## src/rtl/hmse_pkg.sv

```systemverilog
// Function
// - displacement forms sign-extend the 16-bit field and add it to base
// - non-update forms with base field zero use the value zero as base
// - nonzero base field or update form reads the named base register
// - opcode 44 stores source bits 16:31 as a halfword, no register changes
// - indexed forms add the index register to the base, no displacement
// - opcode 31/918 stores bits 24:31 at the address, 16:23 at the next byte
// - opcode 45 stores the low halfword, then writes the address to base
// - opcode 31/439 stores at base plus index and writes address to base
// - opcode 31/407 stores at base-or-zero plus index, no register changes
// - update forms with base field zero run undefined, no program exception
// - indexed forms with reserved bits set run undefined, no exception
// - opcode 47 stores source through register 31 to words, step four
// - with relocation on, a zone violation suppresses the store, faults
// - no-access zones block user-mode stores only, never privileged ones
// - read-only zones block stores in both user and privileged modes
// - with relocation on, a translation miss faults instead of storing
package hmse_pkg;

  // instruction fields, bit 0 of the architecture is bit 31 here
  localparam int OPC_MSB = 31;
  localparam int OPC_LSB = 26;
  localparam int RS_MSB  = 25;
  localparam int RS_LSB  = 21;
  localparam int RA_MSB  = 20;
  localparam int RA_LSB  = 16;
  localparam int RB_MSB  = 15;
  localparam int RB_LSB  = 11;
  localparam int XO_MSB  = 10;
  localparam int XO_LSB  = 1;
  localparam int D_MSB   = 15;
  localparam int D_LSB   = 0;

  // primary opcodes
  localparam logic [5:0] OP_STH   = 6'h2c;
  localparam logic [5:0] OP_STHU  = 6'h2d;
  localparam logic [5:0] OP_STMW  = 6'h2f;
  localparam logic [5:0] OP_XFORM = 6'h1f;

  // extended opcodes of the indexed group
  localparam logic [9:0] XO_STHX   = 10'h197;
  localparam logic [9:0] XO_STHUX  = 10'h1b7;
  localparam logic [9:0] XO_STHBRX = 10'h396;

  localparam logic [4:0]  GPR_ZERO  = 5'h00;
  localparam logic [4:0]  GPR_LAST  = 5'h1f;
  localparam logic [31:0] WORD_STEP = 32'h0000_0004;
  localparam logic [2:0]  LEN_HALF  = 3'h2;
  localparam logic [2:0]  LEN_WORD  = 3'h4;
  localparam logic [31:0] WORD_RST  = 32'h0000_0000;

  typedef enum logic [1:0] {
    ST_IDLE   = 2'b00,
    ST_FETCH  = 2'b01,
    ST_WRITE  = 2'b11,
    ST_FINISH = 2'b10
  } hmse_state_t;

  typedef enum logic [2:0] {
    K_NONE   = 3'h0,
    K_STH    = 3'h1,
    K_STHU   = 3'h2,
    K_STHX   = 3'h3,
    K_STHUX  = 3'h4,
    K_STHBRX = 3'h5,
    K_STMW   = 3'h6
  } hmse_kind_t;

endpackage

```

## src/rtl/hmse_store_exec.sv

```systemverilog
`timescale 1ns/1ps
`default_nettype none
module hmse_store_exec import hmse_pkg::*; (
  // clock and reset
  input  wire logic        I_CORE_CLK,
  input  wire logic        I_RESETN,
  // instruction issue
  input  wire logic        I_INSN_VALID,
  input  wire logic [31:0] I_INSN,
  output logic             O_INSN_READY,
  output logic             O_DONE,
  output logic             O_NOT_HANDLED,
  // register file read ports
  output logic      [4:0]  O_RD_BASE_IDX,
  input  wire logic [31:0] I_RD_BASE_DATA,
  output logic      [4:0]  O_RD_INDEX_IDX,
  input  wire logic [31:0] I_RD_INDEX_DATA,
  output logic      [4:0]  O_RD_SRC_IDX,
  input  wire logic [31:0] I_RD_SRC_DATA,
  // register file write port
  output logic             O_WB_VALID,
  output logic      [4:0]  O_WB_IDX,
  output logic      [31:0] O_WB_DATA,
  // machine state
  input  wire logic        I_DATA_RELOC,
  input  wire logic        I_USER_MODE,
  // translation answer for O_MEM_ADDR
  input  wire logic        I_TLB_HIT,
  input  wire logic        I_ZONE_NOACC,
  input  wire logic        I_ZONE_RDONLY,
  // memory store port
  output logic             O_MEM_VALID,
  input  wire logic        I_MEM_READY,
  output logic      [31:0] O_MEM_ADDR,
  output logic      [31:0] O_MEM_DATA,
  output logic      [2:0]  O_MEM_LEN,
  // exceptions
  output logic             O_DATA_STORAGE_EXC,
  output logic             O_DTLB_MISS_EXC
);

  hmse_state_t state_q;
  hmse_kind_t  kind_q;
  hmse_kind_t  dec_kind;
  logic [31:0] insn_q;
  logic [4:0]  src_idx_q;
  logic        first_q;
  logic [31:0] mem_addr_q;
  logic [31:0] mem_data_q;
  logic [2:0]  mem_len_q;
  logic        done_q;
  logic        not_handled_q;
  logic        wb_valid_q;
  logic [4:0]  wb_idx_q;
  logic [31:0] wb_data_q;
  logic        dsi_q;
  logic        miss_q;
  logic [31:0] ea;
  logic        is_update;
  logic        is_indexed;
  logic        accept;
  logic        tlb_miss;
  logic        zone_fault;
  logic        fault;
  logic        mem_fire;
  logic        last_word;

  // decode: reserved bit 0 and a zero base on update forms are not
  // checked; such encodings simply execute with the fields as given
  always_comb begin
    dec_kind = K_NONE;
    case (I_INSN[OPC_MSB:OPC_LSB])
      OP_STH:   dec_kind = K_STH;
      OP_STHU:  dec_kind = K_STHU;
      OP_STMW:  dec_kind = K_STMW;
      OP_XFORM: begin
        case (I_INSN[XO_MSB:XO_LSB])
          XO_STHX:   dec_kind = K_STHX;
          XO_STHUX:  dec_kind = K_STHUX;
          XO_STHBRX: dec_kind = K_STHBRX;
          default:   dec_kind = K_NONE;
        endcase
      end
      default:  dec_kind = K_NONE;
    endcase
  end

  assign is_update  = (kind_q == K_STHU) || (kind_q == K_STHUX);
  assign is_indexed = (kind_q == K_STHX) || (kind_q == K_STHUX) ||
                      (kind_q == K_STHBRX);
  assign accept     = I_INSN_VALID && (state_q == ST_IDLE);

  hmse_ea u_ea (
    .i_base_field (insn_q[RA_MSB:RA_LSB]),
    .i_disp       (insn_q[D_MSB:D_LSB]),
    .i_update     (is_update),
    .i_indexed    (is_indexed),
    .i_base_data  (I_RD_BASE_DATA),
    .i_index_data (I_RD_INDEX_DATA),
    .o_ea         (ea)
  );

  // translation is checked for every word, a multiple store may cross pages
  assign tlb_miss   = I_DATA_RELOC && !I_TLB_HIT;
  assign zone_fault = I_DATA_RELOC && I_TLB_HIT &&
                      (I_ZONE_RDONLY ||
                       (I_ZONE_NOACC && I_USER_MODE));
  assign fault      = tlb_miss || zone_fault;
  assign mem_fire   = (state_q == ST_WRITE) && !fault && I_MEM_READY;
  assign last_word  = (kind_q != K_STMW) || (src_idx_q == GPR_LAST);

  assign O_INSN_READY = (state_q == ST_IDLE);
  assign O_MEM_VALID  = (state_q == ST_WRITE) && !fault;
  assign O_MEM_ADDR   = mem_addr_q;
  assign O_MEM_DATA   = mem_data_q;
  assign O_MEM_LEN    = mem_len_q;
  assign O_RD_BASE_IDX      = insn_q[RA_MSB:RA_LSB];
  assign O_RD_INDEX_IDX     = insn_q[RB_MSB:RB_LSB];
  assign O_RD_SRC_IDX       = src_idx_q;
  assign O_DONE             = done_q;
  assign O_NOT_HANDLED      = not_handled_q;
  assign O_WB_VALID         = wb_valid_q;
  assign O_WB_IDX           = wb_idx_q;
  assign O_WB_DATA          = wb_data_q;
  assign O_DATA_STORAGE_EXC = dsi_q;
  assign O_DTLB_MISS_EXC    = miss_q;

  // sequencing
  always_ff @(posedge I_CORE_CLK or negedge I_RESETN) begin
    if (!I_RESETN) begin
      state_q <= ST_IDLE;
    end else begin
      case (state_q)
        ST_IDLE: begin
          if (accept && dec_kind != K_NONE) begin
            state_q <= ST_FETCH;
          end
        end
        ST_FETCH:  state_q <= ST_WRITE;
        ST_WRITE: begin
          if (fault) begin
            state_q <= ST_IDLE;
          end else if (I_MEM_READY) begin
            state_q <= last_word ? ST_FINISH : ST_FETCH;
          end
        end
        ST_FINISH: state_q <= ST_IDLE;
        default:   state_q <= ST_IDLE;
      endcase
    end
  end

  // captured instruction and source register walk
  always_ff @(posedge I_CORE_CLK or negedge I_RESETN) begin
    if (!I_RESETN) begin
      insn_q    <= WORD_RST;
      kind_q    <= K_NONE;
      src_idx_q <= GPR_ZERO;
      first_q   <= 1'b0;
    end else if (accept) begin
      insn_q    <= I_INSN;
      kind_q    <= dec_kind;
      src_idx_q <= I_INSN[RS_MSB:RS_LSB];
      first_q   <= 1'b1;
    end else if (state_q == ST_FETCH) begin
      first_q   <= 1'b0;
    end else if (mem_fire && !last_word) begin
      src_idx_q <= src_idx_q + 5'h01;
    end
  end

  // store address, data and length
  always_ff @(posedge I_CORE_CLK or negedge I_RESETN) begin
    if (!I_RESETN) begin
      mem_addr_q <= WORD_RST;
      mem_data_q <= WORD_RST;
      mem_len_q  <= LEN_HALF;
    end else if (state_q == ST_FETCH) begin
      if (first_q) begin
        mem_addr_q <= ea;
      end
      // byte at the address is the most significant valid byte
      case (kind_q)
        K_STHBRX: begin
          mem_data_q <= {16'h0000, I_RD_SRC_DATA[7:0],
                         I_RD_SRC_DATA[15:8]};
          mem_len_q  <= LEN_HALF;
        end
        K_STMW: begin
          mem_data_q <= I_RD_SRC_DATA;
          mem_len_q  <= LEN_WORD;
        end
        default: begin
          mem_data_q <= {16'h0000, I_RD_SRC_DATA[15:0]};
          mem_len_q  <= LEN_HALF;
        end
      endcase
    end else if (mem_fire && !last_word) begin
      mem_addr_q <= mem_addr_q + WORD_STEP;
    end
  end

  // completion and base writeback pulses
  always_ff @(posedge I_CORE_CLK or negedge I_RESETN) begin
    if (!I_RESETN) begin
      done_q        <= 1'b0;
      not_handled_q <= 1'b0;
      wb_valid_q    <= 1'b0;
      wb_idx_q      <= GPR_ZERO;
      wb_data_q     <= WORD_RST;
    end else begin
      done_q        <= mem_fire && last_word;
      not_handled_q <= accept && (dec_kind == K_NONE);
      // writeback only after the store went out, so a fault leaves base
      wb_valid_q    <= mem_fire && is_update;
      if (mem_fire && is_update) begin
        wb_idx_q  <= insn_q[RA_MSB:RA_LSB];
        wb_data_q <= mem_addr_q;
      end
    end
  end

  // exception pulses, a miss hides any zone result
  always_ff @(posedge I_CORE_CLK or negedge I_RESETN) begin
    if (!I_RESETN) begin
      dsi_q  <= 1'b0;
      miss_q <= 1'b0;
    end else begin
      dsi_q  <= (state_q == ST_WRITE) && zone_fault;
      miss_q <= (state_q == ST_WRITE) && tlb_miss;
    end
  end

  // checks
  logic        fetch_first;
  logic [31:0] disp_sext;
  logic [31:0] offset_h;
  logic [15:0] src_half;
  logic [7:0]  src_lo;
  logic [7:0]  src_hi;
  logic        base_zero;

  assign fetch_first = (state_q == ST_FETCH) && first_q;
  assign disp_sext   = {{16{insn_q[D_MSB]}}, insn_q[D_MSB:D_LSB]};
  assign offset_h    = is_indexed ? I_RD_INDEX_DATA : disp_sext;
  assign src_half    = I_RD_SRC_DATA[15:0];
  assign src_lo      = I_RD_SRC_DATA[7:0];
  assign src_hi      = I_RD_SRC_DATA[15:8];
  assign base_zero   = (insn_q[RA_MSB:RA_LSB] == GPR_ZERO);
endmodule
`default_nettype wire

```

## src/rtl/hmse_ea.sv

```systemverilog
`timescale 1ns/1ps
`default_nettype none
module hmse_ea import hmse_pkg::*; (
  // instruction fields
  input  wire logic [4:0]  i_base_field,
  input  wire logic [15:0] i_disp,
  input  wire logic        i_update,
  input  wire logic        i_indexed,
  // register values
  input  wire logic [31:0] i_base_data,
  input  wire logic [31:0] i_index_data,
  // result
  output logic      [31:0] o_ea
);

  logic [31:0] base;
  logic [31:0] offset;

  // update forms always read the register, even a zero field
  assign base   = (!i_update && i_base_field == GPR_ZERO) ?
                  WORD_RST : i_base_data;
  assign offset = i_indexed ? i_index_data :
                  {{16{i_disp[15]}}, i_disp};
  assign o_ea   = base + offset;

endmodule
`default_nettype wire

```

## config.mk

```make
export PLATFORM = sky130hd
export DESIGN_NAME = hmse_store_exec
export DESIGN_NICKNAME = d
export VERILOG_FILES = /design/src/rtl/hmse_pkg.sv /design/src/rtl/hmse_store_exec.sv /design/src/rtl/hmse_ea.sv
export SDC_FILE = /design/constraint.sdc
export NUM_CORES = 1
export LEC_CHECK = 0
export BUFFER_PORTS_ARGS = -buffer_cell sky130_fd_sc_hd__buf_4
export CELL_PAD_IN_SITES_DETAIL_PLACEMENT = 1
export CELL_PAD_IN_SITES_GLOBAL_PLACEMENT = 1
export CORE_ASPECT_RATIO = 0.5
export CORE_MARGIN = 3
export CORE_UTILIZATION = 35
export CTS_CLUSTER_SIZE = 8
export DETAILED_ROUTE_END_ITERATION = 16
export PLACE_DENSITY = 0.82
export SYNTH_ARGS = -nofsm -noshare
export SYNTH_HDL_FRONTEND = slang
export SYNTH_SLANG_ARGS = --single-unit
```

## constraint.sdc

```tcl
create_clock -name I_CORE_CLK -period 5.4 [get_ports I_CORE_CLK]
set_clock_uncertainty 0.1 [all_clocks]
set_input_delay 0.54 -clock I_CORE_CLK [delete_from_list [all_inputs] [get_ports I_CORE_CLK]]
set_output_delay 0.54 -clock I_CORE_CLK [all_outputs]
set_load 0.01 [all_outputs]
```

# Yosys cells after proc, flatten, opt, wreduce, memory -nomap -nowiden
# Index checks and enable logic that the tools add are counted.
# classes
order_cmp	0
addsub	3
multipliers	0
n_eq_ne	21
shift	0
n_mux	19
n_reduce_logical	35
n_bitwise	0
div	0
# ops
operator	n
two-way mux 32 bit	5
case mux 32 bit (2 select lines)	1
adder 32 x 3 -> 32 bit, second input constant	1
adder 32 bit	1
equality test 10 x 9 -> 1 bit, second input constant	2
equality test 6 bit, second input constant	3
logical AND 1 bit	15
two-way mux 5 bit	3
case mux 3 bit (4 select lines)	1
equality test 10 bit, second input constant	1
equality test 3 bit, second input constant	3
case mux 3 bit (3 select lines)	1
two-way mux 2 bit	4
case mux 2 bit (4 select lines)	1
equality test 3 x 2 -> 1 bit, second input constant	2
equality test 6 x 5 -> 1 bit, second input constant	1
logical OR 1 bit	6
inequality test 3 bit, second input constant	2
AND reduction 2 bit	3
nonzero test 2 bit	3
adder 5 x 1 -> 5 bit, second input constant	1
equality test 5 bit, second input constant	1
logical NOT 5 bit	1
equality test 2 bit, second input constant	2
9 further kinds	14
# totals
mem_count	0
in_bits	137
rom_bits	0
ramBits	0
word_cells	93
latchBits	0
out_inout_bits	126
reg_bits	141

# Longest topological paths before layout
# logic_depth
depth_word	11
mapped_depth	17
ltp_nobuf	16

# Hierarchy
# A second synthesis with hierarchy kept.
# unflattened
hier_cells	936
hier_area_um2	8675.8
# by_module_without_submodules
module	instances	cells_each	seq_area_each_um2	area_per_inst_um2
hmse_store_exec	1	619	3504.6	6511.2
hmse_ea	1	317	0.0	2164.6

# Least setup slack after synthesis
# Ideal clock, no wire load.
# synth_timing
kind	register to register
start	register insn_q[17]
end	register mem_addr_q[31], in the netlist O_MEM_ADDR[31]
n_path_buf	1
setup_slack_ns	1.596
arrival_ns	3.568
required_ns	5.164
setup_time_ns	0.136
path_stages_with_launch	16
period_less_slack_ns	3.804
path_cell_list	dfrtp_1 > or4_1 > or3_1 > clkbuf_1 > nand2_1 > inv_1 > ha_1 > a21oi_1 > nand4b_2 > a2111oi_4 > o311ai_1 > and2_1 > o21a_1 > o41a_1 > xnor2_1 > o22ai_1
# synth_via
elab_chain_cells	6
# synth_rtl
element	line	rtl
from (decl)	hmse_store_exec.sv:45	logic [31:0] insn_q;
from (signal assigned)	hmse_store_exec.sv:156	insn_q <= WORD_RST;
from (signal assigned)	hmse_store_exec.sv:161	insn_q <= I_INSN;
logical NOT 5 bit	hmse_ea.sv:20	assign base = (!i_update && i_base_field == GPR_ZERO) ?
logical AND 1 bit	hmse_ea.sv:20	
two-way mux 32 bit	hmse_ea.sv:20	
adder 32 bit	hmse_ea.sv:24	assign o_ea = base + offset;
two-way mux 32 bit	hmse_store_exec.sv:179	if (first_q) begin
two-way mux 32 bit	hmse_store_exec.sv:178	end else if (state_q == ST_FETCH) begin
to (signal assigned)	hmse_store_exec.sv:199	mem_addr_q <= mem_addr_q + WORD_STEP;
to (decl)	hmse_store_exec.sv:48	logic [31:0] mem_addr_q;
# Every way passes these cells. The select of a mux whose other input is x is not followed.
# A chain may end at the register's enable or synchronous reset.

# Final worst setup path
# layout_timing
start	register kind_q[1]
end	register mem_addr_q[27], in the netlist O_MEM_ADDR[27]
# layout_via
elab_chain_cells	8
word_cells_on_any_way	20
cone_classes	add/sub (1); eq/ne (5); mux (4); reduce/logical (10)
# layout_rtl
element	line	rtl
from (decl)	hmse_store_exec.sv:43	hmse_kind_t kind_q;
from (signal assigned)	hmse_store_exec.sv:162	kind_q <= dec_kind;
equality test 3 x 2 -> 1 bit or equality test 3 bit (tied branches)	hmse_store_exec.sv:88, hmse_store_exec.sv:89	
logical OR 1 bit	hmse_store_exec.sv:88	assign is_update = (kind_q == K_STHU) || (kind_q == K_STHUX);
logical NOT 1 bit	hmse_ea.sv:20	
logical AND 1 bit	hmse_ea.sv:20	
two-way mux 32 bit	hmse_ea.sv:20	
adder 32 bit	hmse_ea.sv:24	
two-way mux 32 bit	hmse_store_exec.sv:179	
two-way mux 32 bit	hmse_store_exec.sv:178	
# Several ways; a longest one is shown, not always the timed one. The select of a mux whose other input is x is not followed.

==> results.yml <==
run_status:
  outcome: "complete, no violations"
cells_and_area:
  syn2layout_area_growth_pct: 32.37
  register_area_um2: 3505
  drive_gt1_frac: 0.3148
  layout_commonest_cell: "buf_4"
  layout_common_cells: "buf_4, nand2_1, dfrtp_1"
  fill_cells: 2722
  multi_input_area_um2: 4667
  stdcell_count: 1478
  nets: 1328
grt:
  grt_overflow: 0
  grt_pass1_wl_mm: 47.00
  grt_antenna_before_repair: 2
  grt_max_degree: 88
  grt_pass1_vias: 8209
  grt_usage: 0.2304
floorplanning:
  rows: 39
  boundaryPins: 263
  start_util: 0.3640
  die_y_um: 116.0
  die_w_um: 226.0
  dieArea_um2: 26220
  core_region_area_um2: 23280
clock_tree:
  cts_resized: 0
  clkTransAtPathRegs_ns: 0.06
  clockBufferDepth: 2
  clk_latency_ns: 0.44
  hold_buffers: 0
  post_cts_buffers: 0
  root_buffer: "clkbuf_16"
  cts_buffers: 17
  cts.sinks: 140
  cts_max_level: 4
  cts_tree: "built"
routing:
  routedWlPerCell_um: 20.39
  num_vias: 8016
  routed_wl_mm: 30.14
  ant_nets: 0
  viasPerCell: 5.424
  drt_first_iter_violations: 604
  first_pass_iters: 5
  drc_errors: 0
sta:
  fmaxAchievable_mhz: 218.8
  setup_tns_ns: 0
  rsz0062_at_grt: "no"
  min_period_ns: 4.570
  max-slew-margin-rel: 0.2136
  tightest_slew_ns: 1.176
  fin_crit_sh: 0.8462
  setup_viol: 0
  drv_slew: 0
  finalHoldViolations: 0
yosys:
  yosys.area.top_type_share: 0.4106
  ys_seq_elements: 140
  yosys_most_used_dff: "dfrtp_1"
  ys_seq_area_frac: 0.4137
  synth.area.top_cells: "dfrtp_1, mux2_2, nand2_1, ha_1, a21oi_1"
  synth_area_per_cell_um2: 9.119
  synth_edf_count: 0
  syn-cell-area_um2: 8472
  synth_warnings: 0
  synth_largest_area_cell: "dfrtp_1"
  synthCells: 929
  async_flop_share: 1.000
  synth_nets: 1101
  ys_types: 69
power:
  peakVddDrop_mv: 0.2564
  power_density_nw_per_um2: 561.6
  p_leak_nw: 5.649
setup_path:
  criticalPathCategory: "flop to flop"
  cp_max_fo: 21
  crit_required_ns: 5.61
  worstReg2RegStart: "kind_q[1]"
  cp-end-kind: "flop"
  startpoint: "kind_q[1]"
  cp-start-kind: "flop"
  critical_path_arrival_ns: 4.78
worst_hold_path:
  hp-class: "input pin to async pin"
placement:
  place_congestion: 0.8605
  portBuffers: 261
  hpwlAfterDp_mm: 23.01
  dp_cells: 1444
run:
  maxCapViolCount: 0
==> metal layers <==
metal	routed length, µm	vias to the layer above	global-route usage
li1	-	3740	-
met4	384	0	0.06048
met2	14360	208	0.3785
met1	13900	4033	0.3157
met5	0	-	0
met3	1488	35	0.04353
==> cells in the mapped netlist (6+ instances only) <==
cell	number
nand2_1	157
dfrtp_1	139
a21oi_1	82
o21ai_0	60
mux2_2	53
clkbuf_1	42
and2_1	37
nor2_1	37
a21o_1	35
ha_1	34
nand3_1	26
xnor2_1	23
mux2i_1	21
a22o_1	16
inv_1	12
and3_1	11
buf_4	11
nor3_1	11
xor2_1	10
a31oi_1	8
nand4_1	8
nor2b_1	8
o22ai_1	7
nand2b_1	6
==> worst paths after layout <==
kind / end / slack, ns / cells past startpoint
setup / recovery: O_MEM_ADDR[27] / 0.83 / 15
hold / removal: O_MEM_DATA[6] / 0.07 / 1
setup reg to reg: O_MEM_ADDR[27] / 0.83 / 15
hold reg to reg: insn_q[6] / 0.38 / 2
max in group asynchronous: O_MEM_ADDR[2] / 3.86 / 2
min in group I_CORE_CLK: O_DTLB_MISS_EXC / 0.18 / 2
==> state kept, by name (all words and copies together), names as in the netlist, 3 cells and up <==
signal,flops
O_WB_IDX,5
O_WB_DATA,32
O_RD_SRC_IDX,5
O_MEM_DATA,32
kind_q,3
insn_q,21
O_MEM_ADDR,32
==> through the flow <==
stage | hold slack (ns) | power, mW | utilization | setup WS [ns] | cell area [µm²]
finish | 0.06647 | 6.298 | 0.4818 | 0.8303 | 11210
global route | 0.1381 | 6.737 | 0.4818 | 0.4923 | 11210
CTS | 0.1008 | 6.289 | 0.4816 | 0.8597 | 11210
detailed placement | 0.3711 | 5.059 | 0.4561 | 0.8763 | 10620
global placement | 0.3539 | 4.919 | 0.4561 | 1.062 | 10620
floorplan | 0.1444 | 3.736 | - | 1.596 | 8472
==> power by group <==
| group | total (mW) | internal (mW) | leakage, nW | switching [mW] |
|---|---|---|---|---|
| Clock | 1.19 | 0.704 | 0.282 | 0.484 |
| Sequential | 1.75 | 1.37 | 1.80 | 0.375 |
| Combinational | 3.36 | 1.38 | 3.57 | 1.98 |
==> cell families after synthesis <==
group	share of synthesized area
xor+xnor	0.03412
flops	0.4137
compound gates	0.1815
mux	0.09526
simple gates	0.1851
buf+inv	0.03736
other cells	0.0004426
fa+ha+maj	0.05258
==> critical path, stage by stage, from the launching register on <==
cell and delay [ns]:
dfrtp_1 0.48, nand2_1 0.14, mux2i_4 0.72, nor2_1 0.40, buf_4 0.29, a21o_1 0.17, ha_1 0.39, a21o_1 0.24
a21o_1 0.18, a21oi_1 0.31, nor3_1 0.09, nor3_1 0.23, o21a_1 0.23, o21a_1 0.14, xor2_1 0.23, o21ai_1 0.09
==> cell type report <==
class                           count  share of cell area
Sequential cell                   140              0.3125
Antenna cell                        2           0.0004463
Tap cell                          307             0.03425
Inverter                           12            0.004017
Multi-Input combinational cell    717              0.4162
Timing Repair Buffer              268              0.1797
Clock inverter                     13             0.01250
Clock buffer                       19             0.04039
Note: power is estimated with default switching activity, not from simulation.
